==> src/pmicei_pkg.sv <==
package pmicei_pkg;

  // Clocking
  localparam int unsigned CLK_HZ = 25_000_000;
  localparam int unsigned TICK_HZ = 32_768;
  localparam int unsigned TICK_DIV = CLK_HZ / TICK_HZ;

  // Debounce times in microseconds, then in slow ticks (rounded up)
  localparam int unsigned DB_SHORT_US = 3_900;
  localparam int unsigned DB_BUTTON_US = 31_250;
  localparam int unsigned DB_FAULT_US = 8_000;
  localparam int unsigned DB_SHORT_TICKS = (DB_SHORT_US * TICK_HZ + 999_999) / 1_000_000;
  localparam int unsigned DB_BUTTON_TICKS = (DB_BUTTON_US * TICK_HZ + 999_999) / 1_000_000;
  localparam int unsigned DB_FAULT_TICKS = (DB_FAULT_US * TICK_HZ + 999_999) / 1_000_000;
  localparam int unsigned CNT_W = 14;

  // Register offsets
  localparam logic [7:0] OFS_STAT0 = 8'h05;
  localparam logic [7:0] OFS_MASK0 = 8'h06;
  localparam logic [7:0] OFS_SENSE0 = 8'h07;
  localparam logic [7:0] OFS_STAT1 = 8'h08;
  localparam logic [7:0] OFS_MASK1 = 8'h09;
  localparam logic [7:0] OFS_SENSE1 = 8'h0a;
  localparam logic [7:0] OFS_STAT3 = 8'h0e;
  localparam logic [7:0] OFS_MASK3 = 8'h0f;
  localparam logic [7:0] OFS_SENSE3 = 8'h10;
  localparam logic [7:0] OFS_DBNC = 8'h1b;

  // Implemented bit sets and reset values
  localparam logic [7:0] STAT0_BITS = 8'h3f;
  localparam logic [7:0] STAT1_BITS = 8'h3b;
  localparam logic [7:0] MASK1_BITS = 8'h7f;
  localparam logic [7:0] STAT3_BITS = 8'h80;
  localparam logic [7:0] STAT_RST = 8'h00;
  localparam logic [7:0] MASK0_RST = 8'h3f;
  localparam logic [7:0] MASK1_RST = 8'h7f;
  localparam logic [7:0] MASK3_RST = 8'h80;
  localparam logic [1:0] DBNC_RST = 2'h0;
  localparam int unsigned DBNC_POS = 0;

  // Channel numbering of the debounced sources
  localparam int unsigned NCH = 12;
  localparam int unsigned CH_BUTTON = 0;
  localparam int unsigned CH_LOWV = 1;
  localparam int unsigned CH_THERM = 2;
  localparam int unsigned CH_BUCK = 6;
  localparam int unsigned CH_FUSE = 11;

  typedef struct packed {
    logic wr;
    logic rd;
    logic [7:0] addr;
    logic [7:0] wdata;
  } pmicei_req_t;

endpackage : pmicei_pkg

==> src/pmicei_debounce.sv <==
`timescale 1ns/1ns
`default_nettype none
module pmicei_debounce #(
  parameter int unsigned CNT_W = 14
) (
  input wire logic clk_i, // Core clock
  input wire logic srst_i, // Sync reset, high
  input wire logic tick_i, // Slow tick pulse
  input wire logic level_i, // Synchronised raw level
  input wire logic [CNT_W-1:0] rise_cnt_i, // Ticks for rising edge
  input wire logic [CNT_W-1:0] fall_cnt_i, // Ticks for falling edge
  output logic stable_o, // Debounced level
  output logic rose_o, // Debounced rise pulse
  output logic fell_o // Debounced fall pulse
);
  logic stable_q;
  logic rose_q;
  logic fell_q;
  logic [CNT_W-1:0] cnt_q;
  logic [CNT_W-1:0] cnt_inc;
  logic [CNT_W-1:0] period;
  logic differ;
  logic done;

  if (CNT_W < 2 || CNT_W > 31) begin : g_bad_w
    $error("CNT_W out of range");
  end

  assign differ = level_i != stable_q;
  assign period = level_i ? rise_cnt_i : fall_cnt_i;
  assign cnt_inc = cnt_q + {{(CNT_W-1){1'b0}}, 1'b1};
  assign done = differ && tick_i && (cnt_inc >= period);

  // Any bounce back to the stable level restarts the period
  always_ff @(posedge clk_i) begin
    if (srst_i || !differ || done) begin
      cnt_q <= '0;
    end else if (tick_i) begin
      cnt_q <= cnt_inc;
    end
  end

  always_ff @(posedge clk_i) begin
    if (srst_i) begin
      stable_q <= 1'b0;
      rose_q <= 1'b0;
      fell_q <= 1'b0;
    end else begin
      stable_q <= done ? level_i : stable_q;
      rose_q <= done && level_i;
      fell_q <= done && !level_i;
    end
  end

  assign stable_o = stable_q;
  assign rose_o = rose_q;
  assign fell_o = fell_q;
endmodule : pmicei_debounce
`default_nettype wire

==> src/pmicei_top.sv <==
// Overview of operation
// - Each event source owns a latched status bit, a mask bit and a live sense bit; the programming-supply pin has only a sense bit.
// - Low-supply event on comparator high-to-low, debounced 3.9 ms; sense 1 below threshold.
// - Button event when button input falls, stable for 31.25 ms.
// - Button rise also debounced 31.25 ms; button sense reads 1 while input high.
// - Four temperature events fire on both crossings, 3.9 ms debounce; sense 1 above.
// - Regulator overcurrent events fire on rising limit detector, 8.0 ms debounce.
// - Fuse-memory error event fires on rising edge with 8.0 ms debounce.
// - Two-bit select lengthens falling debounce of button and low-supply events.
// - First status register: bits 0..5 latched, reset 0, cleared by writing 1.
// - First mask register: same six bits, each resets to 1 (masked).
// - Low-supply sense bit 1 reads 1 when supply at or below threshold.
// - Temperature sense bits 2..5 in order of the four thresholds.
// - First sense register bit 7 reports the programming-supply pin level.
// - Second status: buck faults at bits 0,1,3,4,5; bits 2 and 6 reserved.
// - Status bits stay latched until the host writes 1.
// - Interrupt low while any unmasked bit set; new event during clear keeps it low.
// - Masked bits still latch; unmasking a set bit drives the interrupt low.
// - Sense registers are read-only live levels, never latched or cleared.
`timescale 1ns/1ns
`default_nettype none
module pmicei_top #(
  parameter int unsigned TICK_DIV = pmicei_pkg::TICK_DIV
) (
  input wire logic clk_i, // 25 MHz core clock
  input wire logic srst_i, // Sync reset, high
  input wire pmicei_pkg::pmicei_req_t req_i, // Register access from serial slave
  output logic [7:0] rd_data_o, // Read data, one cycle after rd
  output logic irq_out_n_o, // Interrupt to host, low active
  input wire logic power_button_input_i, // Button pin, async
  input wire logic supply_ok_cmp_i, // High while supply above threshold, async
  input wire logic [3:0] temp_above_i, // Temperature comparators, async
  input wire logic [4:0] buck_over_i, // Buck current-limit detectors, async
  input wire logic fuse_error_i, // Fuse-memory ECC error, async
  input wire logic prog_supply_pin_i // Programming-supply level, async
);
  localparam int unsigned CW = pmicei_pkg::CNT_W;
  localparam int unsigned NS = pmicei_pkg::NCH + 1;

  if (TICK_DIV < 2 || TICK_DIV > 65535) begin : g_bad_div
    $error("TICK_DIV out of range");
  end

  // Two-flop synchronisers for all pins
  logic [NS-1:0] pins;
  logic [NS-1:0] meta_q;
  logic [NS-1:0] sync_q;
  assign pins = {prog_supply_pin_i, fuse_error_i, buck_over_i, temp_above_i, supply_ok_cmp_i,
                 power_button_input_i};
  always_ff @(posedge clk_i) begin
    if (srst_i) begin
      meta_q <= '0;
      sync_q <= '0;
    end else begin
      meta_q <= pins;
      sync_q <= meta_q;
    end
  end

  // Slow tick, nominally 32 kHz
  logic [15:0] div_q;
  logic tick_q;
  logic div_end;
  assign div_end = div_q == 16'(TICK_DIV - 1);
  always_ff @(posedge clk_i) begin
    if (srst_i || div_end) begin
      div_q <= '0;
    end else begin
      div_q <= div_q + 16'h0001;
    end
  end
  always_ff @(posedge clk_i) begin
    tick_q <= !srst_i && div_end;
  end

  // Registers
  logic [7:0] stat0_q;
  logic [7:0] stat1_q;
  logic [7:0] stat3_q;
  logic [7:0] mask0_q;
  logic [7:0] mask1_q;
  logic [7:0] mask3_q;
  logic [1:0] dbnc_q;
  logic [7:0] rd_data_q;
  logic irq_n_q;

  // Debounce periods per channel
  logic [CW-1:0] t_short;
  logic [CW-1:0] t_button;
  logic [CW-1:0] t_fault;
  logic [CW-1:0] ext_mul;
  logic [CW-1:0] rise_cnt [pmicei_pkg::NCH];
  logic [CW-1:0] fall_cnt [pmicei_pkg::NCH];
  logic [pmicei_pkg::NCH-1:0] rose;
  logic [pmicei_pkg::NCH-1:0] fell;
  logic [pmicei_pkg::NCH-1:0] chan_level;

  assign t_short = CW'(pmicei_pkg::DB_SHORT_TICKS);
  assign t_button = CW'(pmicei_pkg::DB_BUTTON_TICKS);
  assign t_fault = CW'(pmicei_pkg::DB_FAULT_TICKS);
  assign ext_mul = CW'(dbnc_q) + CW'(1);
  assign chan_level = sync_q[pmicei_pkg::NCH-1:0];

  genvar gi;
  for (gi = 0; gi < pmicei_pkg::NCH; gi++) begin : g_chan
    if (gi == pmicei_pkg::CH_BUTTON) begin : g_btn
      assign rise_cnt[gi] = t_button;
      assign fall_cnt[gi] = CW'(t_button * ext_mul);
    end else if (gi == pmicei_pkg::CH_LOWV) begin : g_lowv
      assign rise_cnt[gi] = t_short;
      assign fall_cnt[gi] = CW'(t_short * ext_mul);
    end else if (gi < pmicei_pkg::CH_BUCK) begin : g_therm
      assign rise_cnt[gi] = t_short;
      assign fall_cnt[gi] = t_short;
    end else begin : g_fault
      assign rise_cnt[gi] = t_fault;
      assign fall_cnt[gi] = t_fault;
    end
    pmicei_debounce #(
      .CNT_W(CW)
    ) u_db (
      .clk_i(clk_i),
      .srst_i(srst_i),
      .tick_i(tick_q),
      .level_i(chan_level[gi]),
      .rise_cnt_i(rise_cnt[gi]),
      .fall_cnt_i(fall_cnt[gi]),
      .stable_o(),
      .rose_o(rose[gi]),
      .fell_o(fell[gi])
    );
  end

  // Event sets per register
  logic [7:0] set0;
  logic [7:0] set1;
  logic [7:0] set3;
  logic [3:0] therm_ev;
  logic [4:0] buck_ev;
  assign therm_ev = rose[pmicei_pkg::CH_THERM +: 4] | fell[pmicei_pkg::CH_THERM +: 4];
  assign buck_ev = rose[pmicei_pkg::CH_BUCK +: 5];
  assign set0 = {2'b00, therm_ev, fell[pmicei_pkg::CH_LOWV], fell[pmicei_pkg::CH_BUTTON]};
  assign set1 = {2'b00, buck_ev[4:2], 1'b0, buck_ev[1:0]};
  assign set3 = {rose[pmicei_pkg::CH_FUSE], 7'h00};

  // Live sense values
  logic [7:0] sense0;
  logic [7:0] sense1;
  logic [7:0] sense3;
  logic [4:0] buck_live;
  assign buck_live = sync_q[pmicei_pkg::CH_BUCK +: 5];
  assign sense0 = {sync_q[pmicei_pkg::NCH], 1'b0, sync_q[pmicei_pkg::CH_THERM +: 4],
                   !sync_q[pmicei_pkg::CH_LOWV], sync_q[pmicei_pkg::CH_BUTTON]};
  assign sense1 = {2'b00, buck_live[4:2], 1'b0, buck_live[1:0]};
  assign sense3 = {sync_q[pmicei_pkg::CH_FUSE], 7'h00};

  // Address decode
  logic hit_stat0;
  logic hit_stat1;
  logic hit_stat3;
  logic hit_mask0;
  logic hit_mask1;
  logic hit_mask3;
  logic hit_dbnc;
  logic [7:0] clr0;
  logic [7:0] clr1;
  logic [7:0] clr3;
  assign hit_stat0 = req_i.wr && req_i.addr == pmicei_pkg::OFS_STAT0;
  assign hit_stat1 = req_i.wr && req_i.addr == pmicei_pkg::OFS_STAT1;
  assign hit_stat3 = req_i.wr && req_i.addr == pmicei_pkg::OFS_STAT3;
  assign hit_mask0 = req_i.wr && req_i.addr == pmicei_pkg::OFS_MASK0;
  assign hit_mask1 = req_i.wr && req_i.addr == pmicei_pkg::OFS_MASK1;
  assign hit_mask3 = req_i.wr && req_i.addr == pmicei_pkg::OFS_MASK3;
  assign hit_dbnc = req_i.wr && req_i.addr == pmicei_pkg::OFS_DBNC;
  assign clr0 = hit_stat0 ? req_i.wdata : 8'h00;
  assign clr1 = hit_stat1 ? req_i.wdata : 8'h00;
  assign clr3 = hit_stat3 ? req_i.wdata : 8'h00;

  // Latched status: set wins over a same-cycle clear
  logic [7:0] stat0_d;
  logic [7:0] stat1_d;
  logic [7:0] stat3_d;
  assign stat0_d = ((stat0_q & ~clr0) | set0) & pmicei_pkg::STAT0_BITS;
  assign stat1_d = ((stat1_q & ~clr1) | set1) & pmicei_pkg::STAT1_BITS;
  assign stat3_d = ((stat3_q & ~clr3) | set3) & pmicei_pkg::STAT3_BITS;

  always_ff @(posedge clk_i) begin
    if (srst_i) begin
      stat0_q <= pmicei_pkg::STAT_RST;
      stat1_q <= pmicei_pkg::STAT_RST;
      stat3_q <= pmicei_pkg::STAT_RST;
    end else begin
      stat0_q <= stat0_d;
      stat1_q <= stat1_d;
      stat3_q <= stat3_d;
    end
  end

  always_ff @(posedge clk_i) begin
    if (srst_i) begin
      mask0_q <= pmicei_pkg::MASK0_RST;
      mask1_q <= pmicei_pkg::MASK1_RST;
      mask3_q <= pmicei_pkg::MASK3_RST;
      dbnc_q <= pmicei_pkg::DBNC_RST;
    end else begin
      mask0_q <= hit_mask0 ? (req_i.wdata & pmicei_pkg::STAT0_BITS) : mask0_q;
      mask1_q <= hit_mask1 ? (req_i.wdata & pmicei_pkg::MASK1_BITS) : mask1_q;
      mask3_q <= hit_mask3 ? (req_i.wdata & pmicei_pkg::STAT3_BITS) : mask3_q;
      dbnc_q <= hit_dbnc ? req_i.wdata[pmicei_pkg::DBNC_POS +: 2] : dbnc_q;
    end
  end

  // Interrupt line from the next status state, so a clear and a new event resolve together
  logic pending;
  assign pending = |((stat0_d & ~mask0_q) | (stat1_d & ~mask1_q) | (stat3_d & ~mask3_q));
  always_ff @(posedge clk_i) begin
    if (srst_i) begin
      irq_n_q <= 1'b1;
    end else begin
      irq_n_q <= !pending;
    end
  end

  // Read mux; sense registers only mirror live levels
  logic [7:0] rd_mux;
  assign rd_mux = (req_i.addr == pmicei_pkg::OFS_STAT0) ? stat0_q :
                  (req_i.addr == pmicei_pkg::OFS_MASK0) ? mask0_q :
                  (req_i.addr == pmicei_pkg::OFS_SENSE0) ? sense0 :
                  (req_i.addr == pmicei_pkg::OFS_STAT1) ? stat1_q :
                  (req_i.addr == pmicei_pkg::OFS_MASK1) ? mask1_q :
                  (req_i.addr == pmicei_pkg::OFS_SENSE1) ? sense1 :
                  (req_i.addr == pmicei_pkg::OFS_STAT3) ? stat3_q :
                  (req_i.addr == pmicei_pkg::OFS_MASK3) ? mask3_q :
                  (req_i.addr == pmicei_pkg::OFS_SENSE3) ? sense3 :
                  (req_i.addr == pmicei_pkg::OFS_DBNC) ? {6'h00, dbnc_q} : 8'h00;
  always_ff @(posedge clk_i) begin
    if (srst_i) begin
      rd_data_q <= 8'h00;
    end else if (req_i.rd) begin
      rd_data_q <= rd_mux;
    end
  end

  assign rd_data_o = rd_data_q;
  assign irq_out_n_o = irq_n_q;
endmodule : pmicei_top
`default_nettype wire

==> config.mk <==
export PLATFORM = sky130hd
export DESIGN_NAME = pmicei_top
export DESIGN_NICKNAME = d
export VERILOG_FILES = /design/src/pmicei_pkg.sv /design/src/pmicei_debounce.sv /design/src/pmicei_top.sv
export SDC_FILE = /design/constraint.sdc
export NUM_CORES = 1
export LEC_CHECK = 0
export BUFFER_PORTS_ARGS = -buffer_cell sky130_fd_sc_hd__buf_2
export CORE_UTILIZATION = 57
export DETAILED_ROUTE_END_ITERATION = 6
export PLACE_DENSITY = 0.8
export SLEW_MARGIN = 20
export SYNTH_ARGS = -nofsm -noshare
export SYNTH_HDL_FRONTEND = slang
export SYNTH_SLANG_ARGS = --single-unit
==> constraint.sdc <==
create_clock -name clk_i -period 2.85 [get_ports clk_i]
set_input_delay 0.4275 -clock clk_i [delete_from_list [all_inputs] [get_ports clk_i]]
set_output_delay 0.4275 -clock clk_i [all_outputs]
set_load 0.01 [all_outputs]
---- Word level (Yosys, flattened, before mapping) ----
Index checks and enable logic that the tools add are counted.
word-level totals
  register bits after elaboration ......... 283
  input port bits ......................... 33
  output and inout bits ................... 9
  logic and storage cells ................. 230
cells by class
  add/sub/neg operators ................... 14
  $lt $le $gt $ge ......................... 12
  equal/unequal tests ..................... 23
  multiplexer cells ....................... 15
  bitwise gates (word level) .............. 18
  reductions and logical operators ........ 94
operators with widths
  operator                                                             number
  adder 14 x 1 -> 14 bit (second input constant)                       12
  greater-or-equal comparator 14 x 9 -> 1 bit (second input constant)  6
  two-way mux 8 bit                                                    10
  greater-or-equal comparator 14 x 8 -> 1 bit (second input constant)  4
  logical AND 1 bit                                                    48
  equality test 8 x 4 -> 1 bit (second input constant)                 5
  greater-or-equal comparator 14 bit                                   2
  logical OR 1 bit                                                     25
  equality test 8 x 3 -> 1 bit (second input constant)                 3
  bitwise OR 8 bit                                                     3
  logical NOT 1 bit                                                    20
  adder 16 x 1 -> 16 bit (second input constant)                       1
  AND 6 x 8 -> 8 bit                                                   2
  AND 8 bit                                                            2
  equality test 16 x 10 -> 1 bit (second input constant)               1
  equality test 8 x 5 -> 1 bit (second input constant)                 2
  NOT 8 bit                                                            2
  two-way mux 13 bit                                                   1
  AND 6 bit                                                            2
  two-way mux 6 bit                                                    2
  inequality test 1 bit                                                12
  NOT 6 bit                                                            2
  bitwise OR 6 bit                                                     2
  two-way mux 10 bit                                                   1
  other kinds (6)                                                      6

---- Depth between registers and ports, before layout ----
  word-level depth ........................ 11
  gate-level depth with buffers ........... 15
  gate-level depth less buffers ........... 12

---- Hierarchy ----
From an unflattened synthesis, not the netlist that was laid out.
second synthesis, totals
  cells, all modules ...................... 2266
  area total of the unflattened synthesis .. 19717.7 µm²
by module, submodules not included
  module           instances  cells an instance  area each (µm²)
  pmicei_debounce  12         155                1347.5
  pmicei_top       1          406                3547.2

---- Worst setup path after synthesis ----
OpenSTA, ideal clock, no wires.
  kind .................................... reg-to-reg
  start point ............................. register g_chan[0].u_db.cnt_q[5]
  end point ............................... register g_chan[0].u_db.cnt_q[12]
  data arrival time ....................... 2788 ps
  setup slack ............................. -53 ps
  stages on the path, launching flop included .. 16
  path buffers ............................ 3
  clock period less this slack ............ 2903 ps
  path through ............................ dfxtp_1 clkbuf_1 and4_1 and2_1 nand2_1 nor2_1 xor2_1 ha_1 nand4_1 a2111oi_0 o21ai_0 a31oi_1 or2_2 clkbuf_1 buf_4 nor2_1
between the ends
  word-level cells in the longest chain between the ends .. 4
ends and longest elaborated chain
  item                                line                   source
  from (decl)                         pmicei_debounce.sv:19  logic [CNT_W-1:0] cnt_q;
  from (signal assigned)              pmicei_debounce.sv:39  cnt_q <= cnt_inc;
  adder 14 x 1 -> 14 bit              pmicei_debounce.sv:31  assign cnt_inc = cnt_q + {{(CNT_W-1){1'b0}}, 1'b1};
  net g_chan[0].u_db.cnt_inc[11]      pmicei_debounce.sv:20  logic [CNT_W-1:0] cnt_inc;
  greater-or-equal comparator 14 bit  pmicei_debounce.sv:32  assign done = differ && tick_i && (cnt_inc >= period);
  logical AND 1 bit                   pmicei_debounce.sv:32
  logical OR 1 bit                    pmicei_debounce.sv:36  if (srst_i || !differ || done) begin
The timed path passes the listed nets, and every way through them passes these cells.
A chain may end at the register's enable or synchronous reset.

---- Worst setup path in the final report ----
  start point ............................. register g_chan[6].u_db.cnt_q[1]
  end point ............................... register g_chan[6].u_db.cnt_q[0]
between the ends
  word-level cells in the longest chain between the ends .. 4
ends and longest elaborated chain
  item                                         line
  from (decl)                                  pmicei_debounce.sv:19
  from (signal assigned)                       pmicei_debounce.sv:39
  adder 14 x 1 -> 14 bit                       pmicei_debounce.sv:31
  greater-or-equal comparator 14 x 9 -> 1 bit  pmicei_debounce.sv:32
  logical AND 1 bit                            pmicei_debounce.sv:32
  logical OR 1 bit                             pmicei_debounce.sv:36
Every way passes these cells.

==> metrics.md <==
| Metric | Value |
|---|---|
| Status | `complete, no violations` |
| Final WS setup | `0.145 ns` |
| Top cells by count, synth | `dfxtp_1 (276), nor2_1 (253), nand2_1 (125), xor2_1 (89), xnor2_1 (78)` |
| Worst Hold Class | `in -> reg` |
| CTS Hold Bufs | `0` |
| Final setup viols | `0` |
| Max-slew violations | `0` |
| Hold Path Origin | `prog_supply_pin_i` |
| Die Area | `0.0251 mm2` |
| Share of cells above drive strength 1 | `0.103` |
| Initial antenna violation count | `2` |
| CTS Buffer Depth | `3` |
| Via density | `5.89` |
| # Max-Cap Violations | `0` |
| Congestion Overflow GR | `0` |
| Sequential area share after synthesis | `0.396` |
| DR WL/cell | `14.8 um` |
| Synthesized cell area | `0.0140 mm2` |
| Clock tree from TritonCTS | `built` |
| WS Path Type | `reg -> reg` |
| Period minus WS final | `2.71 ns` |
| Initial core utilization | `0.588` |
| Ant diodes | `0` |
| Worst-Margin Slew | `0.680 ns` |
| Crit end category | `flip-flop` |
| Rows | `56` |
| Gpl congestion | `0.886` |
| Largest net degree at the start of global routing | `76` |
| Met1 usage | `0.301` |
| Later-pin clock latency in the skew report | `0.55 ns` |
| Met2 Resource Use GR | `0.410` |
| Hold_ws | `0.0919 ns` |
| Avg Inst Size Synth | `8.40 um2` |
| DR vias | `11900` |
| Clock root buffer | `clkbuf_16` |
| RR Endpoint | `g_chan[6].u_db.cnt_q[0]` |
| Dominant cell by count in the synthesized netlist | `dfxtp_1` |
| DP Worst Slack | `-0.0477 ns` |
| Num CTS Buffers | `29` |
| # Post-CTS Setup Buffers | `0` |
| CTS clk-pin slew, worst paths | `0.06 ns` |
| Power per standard cell area | `514 mW/mm2` |
| Vias in the first global route | `10800` |
| Antenna-violating nets left | `0` |
| Detailed Place HPWL | `20400 um` |
| Synth top area share | `0.396` |
| Io pins | `42` |
| Worst Path Required | `3.34 ns` |
| Top_reg_cell synth | `dfxtp_1` |
| Period utilization | `0.949` |
| CTS Sinks | `276` |
| Slew HR | `0.547` |
| Total GRT Usage | `0.235` |
| Post-synthesis async set-or-reset flop share | `0` |
| Port Buffer Count | `41` |
| R2R depth | `9` |
| Reg2reg setup slack | `0.14 ns` |
| Global-route wire length before repair | `49200 um` |
| Hold depth | `2` |
| Worst path arrival time | `3.20 ns` |
| Core footprint | `0.0238 mm2` |
| Ys Warns | `0` |
| Hold Crit Endpoint | `meta_q[12]` |
| Gr busiest metal | `met2` |
| Number of synthesized register bits | `276` |
| DIE WIDTH | `159 um` |
| M3 GR Usage | `0.0316` |
| Syn-to-layout area delta | `11.8%` |
| Unique masters post-synth | `76` |
| Post-route clock skew | `0.0117 ns` |
| Startpoint types | `flip-flop` |
| Post-synth net total | `1729` |
| Fmax achieved | `370 MHz` |
| Drt drc | `0` |
| Mapped Cells | `1663` |
| Final hold violations | `0` |
| First drt pass iteration count | `5` |
| CTS H-Tree Depth | `1` |
| Post-Route WL | `30000 um` |
| RR Startpoint | `g_chan[6].u_db.cnt_q[1]` |
| EDFF count, synth | `0` |
| Peak VDD IR | `0.551 mV` |
| Final cell utilization of the core | `0.657` |
| DRC violation total after the first TritonRoute iteration | `869` |
| Leakage | `0.00558 uW` |
| Top cells by area, synth | `dfxtp_1 (40%), nor2_1 (6.8%), xor2_1 (5.6%), xnor2_1 (4.9%), nand2_1 (3.4%)` |
| Die height | `159 um` |
| Layout Nets | `1750` |
| Crit Path Max Fanout | `10` |
| Synth area leader | `dfxtp_1` |
## flip-flops by register name, indices dropped and copies added, names as in the netlist
name,count
irq_out_n_o,1
g_chan.u_db.stable_o,12
mask1_q,7
dbnc_q,2
mask0_q,6
g_chan.u_db.cnt_q,168
stat3_q,1
tick_q,1
stat0_q,6
rd_data_o,8
meta_q,13
div_q,16
sync_q,13
mask3_q,1
g_chan.u_db.fell_o,6
g_chan.u_db.rose_o,10
stat1_q,5
## layer usage
layer / vias up / wire, um
met1: 5666 / 13500
met5: - / 22
met4: 4 / 632
li1: 5924 / -
met2: 282 / 14600
met3: 48 / 1240
## stage by stage
stage          std cells  power, uW  instance area [um2]    TNS (ns)
3_5_place_dp        1972       4200                14500      -0.592
4_1_cts             2024       8100                15500           0
2_1_floorplan       1663       4120                14000           0
5_1_grt             2024       8250                15600  -0.0000384
3_3_place_gp        1972       4200                14500           0
6_report            2024       8020                15600           0
## worst max path at each step
stage | startpoint | end | slack [ns] | depth (start not counted)
floorplan | g_chan[0].u_db.cnt_q[5] | g_chan[0].u_db.cnt_q[12] | 0.08 | 15
global placement | g_chan[0].u_db.cnt_q[0] | g_chan[0].u_db.cnt_q[2] | 0.16 | 11
global route | g_chan[0].u_db.cnt_q[7] | g_chan[0].u_db.stable_o | -0.00004 | 12
CTS | g_chan[0].u_db.cnt_q[7] | g_chan[0].u_db.stable_o | 0.03 | 12
finish | g_chan[6].u_db.cnt_q[1] | g_chan[6].u_db.cnt_q[0] | 0.14 | 9
detailed placement | g_chan[0].u_db.cnt_q[0] | g_chan[0].u_db.cnt_q[2] | -0.05 | 11
## cell usage in the layout (no fill, tap or decap), types with 8 or more instances in the layout
master and instances:
dfxtp_1 270, nor2_1 253, nand2_1 125, xor2_1 89, xnor2_1 78, nand3_1 74
nand4_1 62, a21oi_1 50, nor3_1 49, and3_1 44, buf_2 40, nor2b_1 39
buf_4 39, inv_1 32, ha_1 31, clkbuf_16 29, nand2b_1 28, mux2i_1 26
o21ai_0 26, a211o_1 22, a31oi_1 18, and2_1 17, a211oi_1 16, nor4_1 16
nor4b_1 15, and4_1 12, a22o_1 12, nand3b_1 11, o22ai_1 10, clkbuf_8 9
nor3b_1 8, or3_1 8
## timing repair
action,CTS,global route
pin swaps,0,1
setup endpoints to repair,15,35
hold endpoints to repair,0,0
resized for setup,4,18
## worst max-delay path: stages (launching register included)
cell,delay (ns)
dfxtp_1,0.42
ha_2,0.28
nand2_1,0.22
nor4_4,0.42
mux2_2,0.38
nor2_1,0.17
a41oi_4,0.11
nor4_4,0.32
buf_4,0.20
mux2_2,0.14
## report_power, final
group	leakage [uW]	switching, uW	total [uW]	internal [uW]
logic	0.00285	136	219	82.6
clock network	0.000496	1530	3900	2370
registers	0.00223	19.9	3900	3880
total	0.00558	1690	8020	6330
## cell families (layout without fill, tap and decap cells)
| logic type | Yosys count | in the layout | share of synthesized area |
|---|---|---|---|
| muxes | 31 | 31 | 0.0227 |
| xor gates and xnor gates | 167 | 167 | 0.105 |
| buffers and inverters | 122 | 164 | 0.0340 |
| adders and majority gates | 34 | 34 | 0.0303 |
| AOI/OAI and AO/OA | 240 | 240 | 0.123 |
| and+or+nand+nor | 793 | 793 | 0.290 |
| DFF | 276 | 276 | 0.396 |
## layout make-up
| type | instances | area (um2) |
|---|---|---|
| clock inverter | 10 | 143 |
| timing repair buffer | 80 | 513 |
| fill | 1899 | 8140 |
| multi-input combinational | 1265 | 8040 |
| sequential | 276 | 5540 |
| inverter | 32 | 120 |
| tap | 319 | 399 |
| clock buffer | 42 | 865 |
(Power assumes the default switching activity.)
